<file path="config.mk">
export PLATFORM = sky130hd
export DESIGN_NAME = char_display_host_port
export DESIGN_NICKNAME = d
export VERILOG_FILES = /design/src/char_display_pkg.sv /design/src/char_display_host_port.sv /design/src/char_display_ram.sv
export SDC_FILE = /design/constraint.sdc
export NUM_CORES = 2
export LEC_CHECK = 0
export BUFFER_PORTS_ARGS = -buffer_cell sky130_fd_sc_hd__buf_2
export CAP_MARGIN = 30
export CORE_ASPECT_RATIO = 1.25
export CORE_MARGIN = 4
export CORE_UTILIZATION = 55
export CTS_BUF_LIST = sky130_fd_sc_hd__clkbuf_8
export CTS_CLUSTER_DIAMETER = 120
export DETAILED_ROUTE_END_ITERATION = 7
export GPL_ROUTABILITY_DRIVEN = 0
export PLACE_DENSITY_LB_ADDON = 0.1
export SLEW_MARGIN = 25
export SYNTH_ARGS = -nofsm -noshare
export SYNTH_HDL_FRONTEND = slang
export SYNTH_SLANG_ARGS = --single-unit
</file>
<file path="constraint.sdc">
create_clock -name clk_i -period 26.3 [get_ports clk_i]
set_input_delay 1.315 -clock clk_i [delete_from_list [all_inputs] [get_ports clk_i]]
set_output_delay 1.315 -clock clk_i [all_outputs]
set_load 0.05 [all_outputs]
</file>
<file path="src/char_display_pkg.sv">
/*
  Shared constants, types and state encodings for the character display host port.
  Assumes a single 100 MHz clock and an asynchronous active-high reset in every user but the host model, which has no reset.
*/
`default_nettype none
package char_display_pkg;
  // Clock and timing
  localparam int CLK_PERIOD_NS = 10;
  localparam int BUSY_NS = 600;
  localparam int BUSY_CYCLES = (BUSY_NS + CLK_PERIOD_NS - 1) / CLK_PERIOD_NS;
  localparam logic [7:0] BUSY_CYC = 8'(BUSY_CYCLES);
  localparam int CL_HALF_NS = 50;
  localparam int CL_HALF_CYCLES = (CL_HALF_NS + CLK_PERIOD_NS - 1) / CLK_PERIOD_NS;
  localparam logic [3:0] CL_HALF_CYC = 4'(CL_HALF_CYCLES);

  // Widths and sizes
  localparam int DATA_W = 8;
  localparam int ADDR_W = 7;
  localparam int GLYPH_AW = 6;
  localparam int LINE_AW = 6;
  localparam int SHIFT_STAGES = 100;
  localparam logic [6:0] ADDR_ZERO = 7'h00;
  localparam logic [6:0] ADDR_ONE = 7'h01;
  localparam logic [6:0] ADDR_LAST = 7'h7F;
  localparam logic [6:0] STAGE_LAST = 7'(SHIFT_STAGES - 1);
  localparam logic [7:0] DATA_ZERO = 8'h00;
  localparam logic [7:0] FILL_CHAR = 8'h20;

  // Instruction byte: position of the leading one selects the command
  localparam int CMD_SET_TEXT_ADDR = 7;
  localparam int CMD_SET_GLYPH_ADDR = 6;
  localparam int CMD_FUNCTION = 5;
  localparam int CMD_SHIFT = 4;
  localparam int CMD_DISPLAY = 3;
  localparam int CMD_ENTRY = 2;
  localparam int CMD_HOME = 1;
  localparam int CMD_CLEAR = 0;
  // Argument bits inside the commands
  localparam int FN_TWO_LINE = 3;
  localparam int SH_DISPLAY = 3;
  localparam int SH_RIGHT = 2;
  localparam int DC_ON = 2;
  localparam int EN_INCREMENT = 1;
  localparam int EN_SHIFT = 0;
  // Status byte
  localparam int BUSY_BIT = 7;

  typedef enum logic [1:0] {
    ST_IDLE = 2'b00,
    ST_ACCESS = 2'b01,
    ST_BUSY = 2'b11,
    ST_CLEAR = 2'b10
  } host_state_t;

  typedef enum logic [1:0] {
    CAS_IDLE = 2'b00,
    CAS_SHIFT = 2'b01,
    CAS_LATCH = 2'b11
  } cascade_state_t;

  typedef struct packed {
    logic register_select;
    logic transfer_direction;
    logic enable;
    logic [7:0] data;
  } host_bus_t;

  typedef struct packed {
    logic o;
    logic oe_n;
  } pin_drive_t;
endpackage : char_display_pkg
`default_nettype wire

</file>
<file path="src/char_display_host_port.sv">
/*
  Host parallel port of a character display controller with text and glyph RAM,
  display shift mapping and the master/slave cascade shift chain.
  Assumes host pins and cascade pins are synchronous to clk_i; the host holds
  enable high for at least three clocks on reads.
*/
`default_nettype none
module char_display_host_port (
  // Clock and reset
  input wire logic clk_i,
  input wire logic rst_i,
  // Host parallel bus
  input wire char_display_pkg::host_bus_t host_i,
  output logic [7:0] host_data_o,
  output logic host_data_oe_n_o,
  // Display scan
  input wire logic [6:0] scan_pos_i,
  input wire logic scan_line_i,
  output logic [6:0] scan_addr_o,
  output logic [7:0] scan_char_o,
  input wire logic [5:0] glyph_addr_i,
  output logic [7:0] glyph_row_o,
  output logic display_on_o,
  // Cascade chain
  input wire logic master_select_i,
  input wire logic shift_direction_select_i,
  input wire logic [99:0] row_data_i,
  input wire logic row_load_i,
  input wire logic cascade_data_i,
  input wire logic cascade_shift_clock_i,
  input wire logic cascade_latch_i,
  output char_display_pkg::pin_drive_t cascade_data_o,
  output char_display_pkg::pin_drive_t cascade_shift_clock_o,
  output char_display_pkg::pin_drive_t cascade_latch_o,
  output logic [99:0] row_o
);
  // Pointer step, wrapping modulo 128 in both directions
  function automatic logic [6:0] step_addr(input logic [6:0] a, input logic up);
    step_addr = up ? 7'(a + char_display_pkg::ADDR_ONE) : 7'(a - char_display_pkg::ADDR_ONE);
  endfunction

  // Display position to text RAM address
  function automatic logic [6:0] map_addr(input logic [6:0] pos, input logic line,
                                          input logic [6:0] ofs, input logic two);
    logic [5:0] low;
    low = 6'(pos[5:0] + ofs[5:0]);
    if (two) begin
      map_addr = {line, low};
    end else begin
      map_addr = 7'(pos + ofs);
    end
  endfunction

  char_display_pkg::host_state_t st_r;
  logic e_r;
  logic [7:0] busy_cnt_r;
  logic [6:0] address_pointer_r;
  logic glyph_sel_r;
  logic [7:0] data_holding_reg_r;
  logic [6:0] clr_cnt_r;
  logic inc_r;
  logic entry_shift_r;
  logic two_line_r;
  logic [6:0] offset_r;
  logic [7:0] text_rdata;
  logic [7:0] glyph_rdata;
  logic [6:0] text_addr;
  logic text_we;
  logic glyph_we;
  logic [7:0] text_wdata;
  logic busy_indicator;
  logic e_fall;
  logic e_rise;
  logic cmd_fire;
  logic wr_fire;
  logic rd_fire;
  logic [7:0] cmd;

  assign busy_indicator = (st_r != char_display_pkg::ST_IDLE);
  assign e_rise = host_i.enable & ~e_r;
  assign e_fall = ~host_i.enable & e_r;
  assign cmd = host_i.data;
  // Every transfer except a status read is refused while busy
  assign cmd_fire = e_fall & ~busy_indicator & ~host_i.register_select & ~host_i.transfer_direction;
  assign wr_fire = e_fall & ~busy_indicator & host_i.register_select & ~host_i.transfer_direction;
  assign rd_fire = e_fall & ~busy_indicator & host_i.register_select & host_i.transfer_direction;

  assign text_addr = (st_r == char_display_pkg::ST_CLEAR) ? clr_cnt_r : address_pointer_r;
  assign text_we = (st_r == char_display_pkg::ST_CLEAR) | ((st_r == char_display_pkg::ST_ACCESS) & ~glyph_sel_r);
  assign glyph_we = (st_r == char_display_pkg::ST_ACCESS) & glyph_sel_r;
  assign text_wdata = (st_r == char_display_pkg::ST_CLEAR) ? char_display_pkg::FILL_CHAR : data_holding_reg_r;

  // Text RAM, 128 codes
  char_display_ram #(.AW(char_display_pkg::ADDR_W), .DW(char_display_pkg::DATA_W)) u_text_ram (
    .clk_i(clk_i),
    .rst_i(rst_i),
    .a_addr_i(text_addr),
    .a_we_i(text_we),
    .a_wdata_i(text_wdata),
    .a_rdata_o(text_rdata),
    .b_addr_i(map_addr(scan_pos_i, scan_line_i, offset_r, two_line_r)),
    .b_rdata_o(scan_char_o)
  );

  // Glyph pattern RAM
  char_display_ram #(.AW(char_display_pkg::GLYPH_AW), .DW(char_display_pkg::DATA_W)) u_glyph_ram (
    .clk_i(clk_i),
    .rst_i(rst_i),
    .a_addr_i(address_pointer_r[5:0]),
    .a_we_i(glyph_we),
    .a_wdata_i(data_holding_reg_r),
    .a_rdata_o(glyph_rdata),
    .b_addr_i(glyph_addr_i),
    .b_rdata_o(glyph_row_o)
  );

  // Host bus drive; the status byte never carries the instruction register
  always_ff @(posedge clk_i or posedge rst_i) begin
    if (rst_i) begin
      e_r <= 1'b0;
      host_data_o <= char_display_pkg::DATA_ZERO;
      host_data_oe_n_o <= 1'b1;
    end else begin
      e_r <= host_i.enable;
      host_data_oe_n_o <= ~(host_i.enable & host_i.transfer_direction);
      if (host_i.register_select) begin
        host_data_o <= data_holding_reg_r;
      end else begin
        host_data_o <= {busy_indicator, address_pointer_r};
      end
    end
  end

  // Operation sequencer and busy timing
  always_ff @(posedge clk_i or posedge rst_i) begin
    if (rst_i) begin
      st_r <= char_display_pkg::ST_IDLE;
      busy_cnt_r <= char_display_pkg::DATA_ZERO;
    end else begin
      case (st_r)
        char_display_pkg::ST_IDLE: begin
          busy_cnt_r <= char_display_pkg::BUSY_CYC;
          if (cmd_fire & cmd[char_display_pkg::CMD_CLEAR] & (cmd[7:1] == 7'h00)) begin
            st_r <= char_display_pkg::ST_CLEAR;
          end else if (cmd_fire | rd_fire) begin
            st_r <= char_display_pkg::ST_BUSY;
          end else if (wr_fire) begin
            st_r <= char_display_pkg::ST_ACCESS;
          end
        end
        char_display_pkg::ST_ACCESS: begin
          st_r <= char_display_pkg::ST_BUSY;
        end
        char_display_pkg::ST_CLEAR: begin
          if (clr_cnt_r == char_display_pkg::ADDR_LAST) begin
            st_r <= char_display_pkg::ST_BUSY;
          end
        end
        default: begin
          busy_cnt_r <= 8'(busy_cnt_r - 8'h01);
          if (busy_cnt_r == 8'h01) begin
            st_r <= char_display_pkg::ST_IDLE;
          end
        end
      endcase
    end
  end

  // Clear walks every text RAM location
  always_ff @(posedge clk_i or posedge rst_i) begin
    if (rst_i) begin
      clr_cnt_r <= char_display_pkg::ADDR_ZERO;
    end else if (st_r == char_display_pkg::ST_CLEAR) begin
      clr_cnt_r <= 7'(clr_cnt_r + char_display_pkg::ADDR_ONE);
    end else begin
      clr_cnt_r <= char_display_pkg::ADDR_ZERO;
    end
  end

  // Data holding register, both directions
  always_ff @(posedge clk_i or posedge rst_i) begin
    if (rst_i) begin
      data_holding_reg_r <= char_display_pkg::DATA_ZERO;
    end else if (wr_fire) begin
      data_holding_reg_r <= host_i.data;
    end else if (e_rise & ~busy_indicator & host_i.register_select & host_i.transfer_direction) begin
      data_holding_reg_r <= glyph_sel_r ? glyph_rdata : text_rdata;
    end
  end

  // Address pointer and its RAM selection
  always_ff @(posedge clk_i or posedge rst_i) begin
    if (rst_i) begin
      address_pointer_r <= char_display_pkg::ADDR_ZERO;
      glyph_sel_r <= 1'b0;
    end else if (cmd_fire) begin
      if (cmd[char_display_pkg::CMD_SET_TEXT_ADDR]) begin
        address_pointer_r <= cmd[6:0];
        glyph_sel_r <= 1'b0;
      end else if (cmd[char_display_pkg::CMD_SET_GLYPH_ADDR]) begin
        address_pointer_r <= {1'b0, cmd[5:0]};
        glyph_sel_r <= 1'b1;
      end else if (cmd[char_display_pkg::CMD_FUNCTION]) begin
        address_pointer_r <= address_pointer_r;
      end else if (cmd[char_display_pkg::CMD_SHIFT]) begin
        if (~cmd[char_display_pkg::SH_DISPLAY]) begin
          address_pointer_r <= step_addr(address_pointer_r, ~cmd[char_display_pkg::SH_RIGHT]);
        end
      end else if (cmd[char_display_pkg::CMD_HOME] | cmd[char_display_pkg::CMD_CLEAR]) begin
        if (~cmd[char_display_pkg::CMD_DISPLAY] & ~cmd[char_display_pkg::CMD_ENTRY]) begin
          address_pointer_r <= char_display_pkg::ADDR_ZERO;
          glyph_sel_r <= 1'b0;
        end
      end
    end else if ((st_r == char_display_pkg::ST_ACCESS) | rd_fire) begin
      address_pointer_r <= step_addr(address_pointer_r, inc_r);
    end
  end

  // Mode bits and display shift offset
  always_ff @(posedge clk_i or posedge rst_i) begin
    if (rst_i) begin
      inc_r <= 1'b1;
      entry_shift_r <= 1'b0;
      two_line_r <= 1'b0;
      display_on_o <= 1'b0;
      offset_r <= char_display_pkg::ADDR_ZERO;
    end else if (cmd_fire) begin
      if (cmd[7:6] != 2'b00) begin
        offset_r <= offset_r;
      end else if (cmd[char_display_pkg::CMD_FUNCTION]) begin
        two_line_r <= cmd[char_display_pkg::FN_TWO_LINE];
      end else if (cmd[char_display_pkg::CMD_SHIFT]) begin
        if (cmd[char_display_pkg::SH_DISPLAY]) begin
          offset_r <= step_addr(offset_r, ~cmd[char_display_pkg::SH_RIGHT]);
        end
      end else if (cmd[char_display_pkg::CMD_DISPLAY]) begin
        display_on_o <= cmd[char_display_pkg::DC_ON];
      end else if (cmd[char_display_pkg::CMD_ENTRY]) begin
        inc_r <= cmd[char_display_pkg::EN_INCREMENT];
        entry_shift_r <= cmd[char_display_pkg::EN_SHIFT];
      end else if (cmd[char_display_pkg::CMD_HOME]) begin
        offset_r <= char_display_pkg::ADDR_ZERO;
      end else if (cmd[char_display_pkg::CMD_CLEAR]) begin
        offset_r <= char_display_pkg::ADDR_ZERO;
        inc_r <= 1'b1;
      end
    end else if ((st_r == char_display_pkg::ST_ACCESS) & entry_shift_r & ~glyph_sel_r) begin
      offset_r <= step_addr(offset_r, inc_r);
    end
  end

  always_ff @(posedge clk_i or posedge rst_i) begin
    if (rst_i) begin
      scan_addr_o <= char_display_pkg::ADDR_ZERO;
    end else begin
      scan_addr_o <= map_addr(scan_pos_i, scan_line_i, offset_r, two_line_r);
    end
  end

  // Cascade chain: the master clocks 100 stages out to the slave, then latches
  char_display_pkg::cascade_state_t cas_st_r;
  logic [99:0] chain_r;
  logic [3:0] half_cnt_r;
  logic [6:0] bit_cnt_r;
  logic cl_out_r;
  logic cl_in_r;
  logic lat_in_r;
  logic half_end;
  logic master_fall;
  logic slave_fall;
  logic slave_latch;

  assign half_end = (half_cnt_r == 4'h1);
  assign master_fall = (cas_st_r == char_display_pkg::CAS_SHIFT) & half_end & cl_out_r;
  assign slave_fall = ~master_select_i & cl_in_r & ~cascade_shift_clock_i;
  assign slave_latch = ~master_select_i & ~lat_in_r & cascade_latch_i;

  // Master sequencer; dropping master select aborts a frame so the pins go quiet
  always_ff @(posedge clk_i or posedge rst_i) begin
    if (rst_i) begin
      cas_st_r <= char_display_pkg::CAS_IDLE;
      half_cnt_r <= char_display_pkg::CL_HALF_CYC;
      bit_cnt_r <= char_display_pkg::ADDR_ZERO;
      cl_out_r <= 1'b0;
    end else if (~master_select_i) begin
      cas_st_r <= char_display_pkg::CAS_IDLE;
      cl_out_r <= 1'b0;
    end else begin
      case (cas_st_r)
        char_display_pkg::CAS_IDLE: begin
          half_cnt_r <= char_display_pkg::CL_HALF_CYC;
          bit_cnt_r <= char_display_pkg::ADDR_ZERO;
          cl_out_r <= 1'b0;
          if (row_load_i) begin
            cas_st_r <= char_display_pkg::CAS_SHIFT;
          end
        end
        char_display_pkg::CAS_SHIFT: begin
          half_cnt_r <= half_end ? char_display_pkg::CL_HALF_CYC : 4'(half_cnt_r - 4'h1);
          if (half_end) begin
            cl_out_r <= ~cl_out_r;
          end
          if (master_fall) begin
            bit_cnt_r <= 7'(bit_cnt_r + char_display_pkg::ADDR_ONE);
            if (bit_cnt_r == char_display_pkg::STAGE_LAST) begin
              cas_st_r <= char_display_pkg::CAS_LATCH;
            end
          end
        end
        default: begin
          half_cnt_r <= half_end ? char_display_pkg::CL_HALF_CYC : 4'(half_cnt_r - 4'h1);
          if (half_end) begin
            cas_st_r <= char_display_pkg::CAS_IDLE;
          end
        end
      endcase
    end
  end

  // Shared chain: loaded and emptied as master, filled from the pin as slave
  always_ff @(posedge clk_i or posedge rst_i) begin
    if (rst_i) begin
      chain_r <= '0;
    end else if (master_select_i & row_load_i & (cas_st_r == char_display_pkg::CAS_IDLE)) begin
      chain_r <= row_data_i;
    end else if (master_fall) begin
      chain_r <= shift_direction_select_i ? {1'b0, chain_r[99:1]} : {chain_r[98:0], 1'b0};
    end else if (slave_fall) begin
      chain_r <= shift_direction_select_i ? {cascade_data_i, chain_r[99:1]} : {chain_r[98:0], cascade_data_i};
    end
  end

  // Pins; data changes on the rising clock so it stands still across the falling edge
  always_ff @(posedge clk_i or posedge rst_i) begin
    if (rst_i) begin
      cl_in_r <= 1'b0;
      lat_in_r <= 1'b0;
      row_o <= '0;
      cascade_data_o <= 2'b01;
      cascade_shift_clock_o <= 2'b01;
      cascade_latch_o <= 2'b01;
    end else begin
      cl_in_r <= cascade_shift_clock_i;
      lat_in_r <= cascade_latch_i;
      if (slave_latch) begin
        row_o <= chain_r;
      end
      if ((cas_st_r == char_display_pkg::CAS_SHIFT) & half_end & ~cl_out_r) begin
        cascade_data_o.o <= shift_direction_select_i ? chain_r[0] : chain_r[99];
      end
      cascade_shift_clock_o.o <= cl_out_r;
      cascade_latch_o.o <= (cas_st_r == char_display_pkg::CAS_LATCH);
      cascade_data_o.oe_n <= ~master_select_i;
      cascade_shift_clock_o.oe_n <= ~master_select_i;
      cascade_latch_o.oe_n <= ~master_select_i;
    end
  end
endmodule // char_display_host_port
`default_nettype wire

</file>
<file path="src/char_display_ram.sv">
/*
  Two-port RAM: port A reads and writes, port B reads only; both read ports registered.
  Assumes one clock; no reset on the array, read registers clear on reset.
*/
`default_nettype none
module char_display_ram #(
  parameter int AW = 7,
  parameter int DW = 8
) (
  // Clock and reset
  input wire logic clk_i,
  input wire logic rst_i,
  // Port A
  input wire logic [AW-1:0] a_addr_i,
  input wire logic a_we_i,
  input wire logic [DW-1:0] a_wdata_i,
  output logic [DW-1:0] a_rdata_o,
  // Port B
  input wire logic [AW-1:0] b_addr_i,
  output logic [DW-1:0] b_rdata_o
);
  logic [DW-1:0] mem [0:(1<<AW)-1];

  always_ff @(posedge clk_i) begin
    if (a_we_i) begin
      mem[a_addr_i] <= a_wdata_i;
    end
  end

  always_ff @(posedge clk_i or posedge rst_i) begin
    if (rst_i) begin
      a_rdata_o <= '0;
      b_rdata_o <= '0;
    end else begin
      a_rdata_o <= mem[a_addr_i];
      b_rdata_o <= mem[b_addr_i];
    end
  end
endmodule // char_display_ram
`default_nettype wire
</file>
======== After elaboration in Yosys (flattened, before gate mapping) ========
Memories as Yosys holds them, arrays and structs flattened. A register that Yosys moved wholly into a read port is not among the register bits.
Index checks and enable logic that the tools add are counted.
storage, ports and cells
  memories ................................ 2
  word-level logic and storage cells ...... 213
  input bits .............................. 133
  latch bits .............................. 0
  bits in read-only memories .............. 0
  RAM bits ................................ 1,536
  flip-flop bits (word level) ............. 281
cells by class
  $lt $le $gt $ge ......................... 0
  shifts and indexed selects .............. 0
  $mul .................................... 0
  equality and inequality tests ........... 30
  div/mod/pow operators ................... 0
  bitwise logic cells ..................... 48
  reduce and logical (&&, ||, !) cells .... 26
  muxes and demuxes ....................... 70
  add/sub/neg operators ................... 10
memories
  memory           depth  bits a word  rd ports  clocked after Yosys merged registers in  wr ports  RTL line                RTL
  u_text_ram.mem   128    8            2         2                                        1         char_display_ram.sv:22  logic [DW-1:0] mem [0:(1<<AW)-1];
  u_glyph_ram.mem  64     8            2         2                                        1         char_display_ram.sv:22
operators with widths
  cell                                               number
  2-to-1 mux 100 bit                                 5
  2-to-1 mux 7 bit                                   27
  2-to-1 mux 8 bit                                   5
  adder 7 x 1 -> 7 bit (second input constant)       4
  bitwise AND 1 bit                                  28
  2-to-1 mux 2 bit                                   10
  != test 3 bit (second input constant)              6
  2-to-1 mux 1 bit                                   16
  inverter 1 bit                                     16
  case mux 8 bit (2 select lines)                    1
  AND reduction 5 bit                                3
  == test 7 bit (second input constant)              2
  case mux 7 bit (2 select lines)                    1
  AND reduction 7 bit                                2
  nonzero test 2 bit                                 7
  subtractor 7 x 1 -> 7 bit (second input constant)  2
  != test 4 bit (second input constant)              3
  != test 5 x 4 -> 1 bit (second input constant)     2
  != test 3 x 1 -> 1 bit (second input constant)     3
  AND reduction 3 bit                                3
  nonzero test 3 bit                                 3
  == test 8 x 1 -> 1 bit (second input constant)     1
  2-to-1 mux 4 bit                                   2
  subtractor 8 x 1 -> 8 bit (second input constant)  1
  22 further kinds                                   31

======== Logic depth before layout (Yosys ltp) ========
  word-level depth ........................ 9
  mapped depth ............................ 13
  gate-level depth less buffers ........... 11

======== Cells and area by module ========
From an unflattened synthesis, not the netlist that was laid out.
unflattened totals
  cell total of the unflattened synthesis .. 5,563
  area, all modules ....................... 87,233.7 um^2
modules (own cells, without submodules)
  module                           area an instance (um^2)  instances  cells an instance
  char_display_ram at u_text_ram   48,348.9                 1          2,727
  char_display_ram at u_glyph_ram  24,716.2                 1          1,427
  char_display_host_port           14,168.6                 1          1,409

======== Worst setup path after synthesis ========
Ideal clock, no wire load.
  path kind ............................... register -> register
  from .................................... register data_holding_reg_r[0]
  to ...................................... memory u_text_ram.mem[0][0] (data pin)
  cell stages (with the launch flop) ...... 2
  arrival ................................. 4,316 ps
  path slack .............................. 21,159 ps
  path buffers ............................ 0
  cells stage by stage .................... dfrtp_1 > nor2b_1
on the way
  word-level cells in the longest chain between the ends .. 1
ends and longest elaborated chain
  item                    RTL line                       RTL
  from (decl)             char_display_host_port.sv:59   logic [7:0] data_holding_reg_r;
  from (signal assigned)  char_display_host_port.sv:183  data_holding_reg_r <= char_display_pkg::DATA_ZERO;
  from (signal assigned)  char_display_host_port.sv:185  data_holding_reg_r <= host_i.data;
  from (signal assigned)  char_display_host_port.sv:187  data_holding_reg_r <= glyph_sel_r ? glyph_rdata : text_rdata;
  2-to-1 mux 8 bit        char_display_host_port.sv:91   assign text_wdata = (st_r == char_display_pkg::ST_CLEAR) ? char_display_pkg::FILL_CHAR : data_holding_reg_r;
  net text_wdata[0]       char_display_host_port.sv:70   logic [7:0] text_wdata;
  to (decl)               char_display_ram.sv:22
The timed path passes the listed nets, and every way through them passes these cells.

======== Worst setup path in the final report ========
  from .................................... register offset_r[0]
  to ...................................... register u_text_ram.b_rdata_o[0] (read register of u_text_ram.mem)
on the way
  word-level cells in the longest chain between the ends .. 2
ends and longest elaborated chain
  item                                        RTL line                                                    RTL
  from (decl)                                 char_display_host_port.sv:64                                logic [6:0] offset_r;
  from (signal assigned)                      char_display_host_port.sv:227                               offset_r <= char_display_pkg::ADDR_ZERO;
  from (signal assigned)                      char_display_host_port.sv:230                               offset_r <= offset_r;
  from (signal assigned)                      char_display_host_port.sv:235                               offset_r <= step_addr(offset_r, ~cmd[char_display_pkg::SH_RIGHT]);
  adder 7 bit or adder 6 bit (tied branches)  char_display_host_port.sv:50, char_display_host_port.sv:46
  2-to-1 mux 7 bit (*)                        char_display_host_port.sv:47                                if (two) begin
  to (decl)                                   char_display_ram.sv:20                                      output logic [DW-1:0] b_rdata_o
Every way passes the cells marked *; elsewhere a longest branch is shown, timed or not.
A chain may end at the register's enable or synchronous reset.

==> flow_metrics.tcl <==
set metrics [dict create \
    yosys_warnings 0 \
    grt_setup_unrepaired "false" \
    syn_area_um2 83200 \
    timing.rr.end "u_text_ram.b_rdata_o[0]$_DFF_PP0_" \
    hold_class "input pin to async pin" \
    htreeDepth 5 \
    rrSetupSlack_ns 20.51 \
    drv_cap 0 \
    outcome "finished with violations" \
    final_area_um2 93160 \
    wl_per_cell_um 35.03 \
    violations "design-rule violations" \
    synth_fp_nets 5301 \
    final_util_pct 62.02 \
    dr.pass1.iters 8 \
    r2r-start "offset_r[0]$_DFFE_PP0P_" \
    clk_latency_ns 1.05 \
    synth_edf_count 1536 \
    vias_per_cell 7.155 \
    cts_buffers 305 \
    yosys.area.top_type "edfxtp_1" \
    yosys.area.top_type_share_pct 55.44 \
    p_int_uw 4666 \
    power_density_nw_per_um2 68.50 \
    switchingPower_uw 1715 \
    top_level_ports 272 \
    syn_inst 5147 \
    synth_seq_cells 1849 \
    fin_crit_ns 5.786 \
    cts.sinks 1849 \
    slew_violations 0 \
    grt_max_degree 141 \
    critPathLaunchType "register" \
    grt_remaining_overflow 0 \
    switching_share_pct 26.88 \
    track_usage_pct 33.99 \
    yosys-top-cells-area "edfxtp_1 (55%), mux4_2 (14%), dfrtp_1 (9.3%)" \
    seq_area_frac_synth_pct 64.86 \
    die_area_um2 157600 \
    core_um2 150200 \
    synth_most_common_cell "edfxtp_1" \
    ant_nets 0 \
    grt_pass1_wl_um 387100 \
    antenna_found_initial 23 \
    cts-hold-fix-buffers 0 \
    min_period_over_period_pct 22.00 \
    power.leakage_uw 0.02863 \
    tns_ns 0 \
    nets 5666 \
    post_cts_resized 0 \
    ir_drop_mv 0.05443 \
    wirelength_um 271600 \
    yosysUniqueCellTypes 73 \
    syn_to_final_growth_pct 11.97 \
    critPathKind "register to register" \
    postSynthAreaPerCell_um2 16.17 \
    io_buffers 271 \
    max_freq_ghz 0.1728 \
    clockBufferDepth 4 \
    synth_commonest_cells "edfxtp_1 (1536), mux4_2 (505), nor2_1 (426)" \
    worstPathMaxFanout 138 \
    placed_area_um2 87430 \
    postCtsSetupRepairBufs 0 \
    hold-worst-slack_ns 0.3869 \
    critPathArrivalTime_ns 6.68 \
    dp_hpwl_um 166400 \
    worstMarginPinSlew_ns 1.059 \
    final-hold-violation-count 0 \
    drive_gt1_share_pct 28.68 \
    fp.dieW_um 355.9 \
    tritoncts "yes" \
    async_reset_ff_share_pct 16.93 \
    die_h_um 442.9 \
    drc 9 \
    fill_cells 11030 \
    setup_viol 0 \
    dr_total_vias 55480 \
    seqPwrFrac_pct 52.7 \
    num_rows 159 \
    crit_path_end_kind "register" \
    r2r_cells 10 \
    clkPwrFrac_pct 36.5 \
    synth_ff_type "edfxtp_1" \
    clkTransAtPathRegs_ns 0.06 \
    cp.required_ns 27.20 \
    fin_skew_ns 0.05808 \
    power_frac_comb_pct 10.7 \
    max_slew_margin_pct 29.09 \
    start_util_pct 55.40 \
    dr.first_iter.drc_count 9544 \
    cts-root-buf "clkbuf_8" \
    grt_pass1_vias 54730 \
    total_power_uw 6382 \
]
==> worst max-delay path, cell delays in order, from the launching register on <==
cell and delay (ns):
dfrtp_1 0.57, ha_4 0.19, inv_1 0.05, fa_4 1.39, buf_12 0.68, buf_4 0.85, mux4_2 0.42, mux4_2 0.51
mux4_2 0.52, nand2_1 0.09, o21ai_1 0.10
==> area by class of cell <==
class                      instances  area (um2)  share of cell area (%)
clock inverter                   198       979.7                   1.052
antenna                           17       42.54                 0.04566
inverter                          33       131.4                  0.1410
clock buffer                     322        4432                   4.757
tap                             2012        2517                   2.702
multi-input combinational       2826       27650                   29.68
sequential                      1849       53990                   57.95
timing repair buffer             497        3423                   3.675
==> placed cells by master (no fill, tap or decap), types with 47 or more instances in the layout <==
cell,n
a21oi_1,168
nand2_1,185
a222oi_1,246
buf_4,192
mux2_2,145
mux2i_1,167
a22oi_1,234
buf_2,269
clkbuf_8,323
a31oi_1,153
dfrtp_1,297
clkinv_1,47
inv_1,131
nor2_1,389
a221oi_1,53
o21ai_0,148
edfxtp_1,1536
mux4_2,505
==> per-layer routing <==
| layer | wire length (um) | global-route usage (%) |
|---|---|---|
| met1 | 92710 | 43.04 |
| met4 | 19250 | 20.27 |
| met3 | 30660 | 7.844 |
| met5 | 49 | 0 |
| met2 | 128900 | 53.89 |
==> flip-flops by register name, summed over array words and instances, names as in the netlist, 100 cells and up <==
signal / count
u_glyph_ram.mem: 512
u_text_ram.mem: 1024
chain_r: 100
row_o: 100
==> kinds of logic (layout without fill, tap and decap cells) <==
family | Yosys count | after routing | synth area share, %
AO/OA/AOI/OAI | 1150 | 1150 | 10.14
XOR/XNOR | 28 | 28 | 0.3038
adder cells (fa/ha/maj) | 21 | 21 | 0.3248
buffers and inverters | 472 | 1050 | 2.432
flip-flops | 1849 | 1849 | 64.86
multiplexers | 819 | 819 | 17.66
other | 0 | 17 | 0
AND/OR/NAND/NOR | 808 | 808 | 4.283
==> power by group through the flow <==
stage	Clock, uW	Combinational, uW	Sequential, uW
after CTS	2360	687	3360
final	2330	685	3360
after detailed placement	0	686	3430
after global placement	0	675	3420
after global routing	2500	733	3380
after floorplan	0	275	3630
==> metrics by stage <==
stage | cells | setup slack (ns)
2_1_floorplan | 5147 | 16.34
5_1_grt | 7749 | 20.32
3_3_place_gp | 7164 | 19.71
6_report | 7754 | 20.51
4_1_cts | 7717 | 20.60
3_5_place_dp | 7197 | 19.77
==> worst max path at each step <==
stage | startpoint | slack [ns] | to
finish | offset_r[0]$_DFFE_PP0P_ | 20.51 | u_text_ram.b_rdata_o[0]$_DFF_PP0_
global route | offset_r[0]$_DFFE_PP0P_ | 20.32 | u_text_ram.b_rdata_o[4]$_DFF_PP0_
CTS | offset_r[0]$_DFFE_PP0P_ | 20.60 | u_text_ram.b_rdata_o[4]$_DFF_PP0_
detailed placement | scan_pos_i[0] | 19.77 | u_text_ram.b_rdata_o[0]$_DFF_PP0_
global placement | scan_pos_i[0] | 19.71 | u_text_ram.b_rdata_o[4]$_DFF_PP0_
floorplan | rst_i | 16.34 | address_pointer_r[0]$_DFFE_PP0P_
Power figures use the tool's default switching activity.
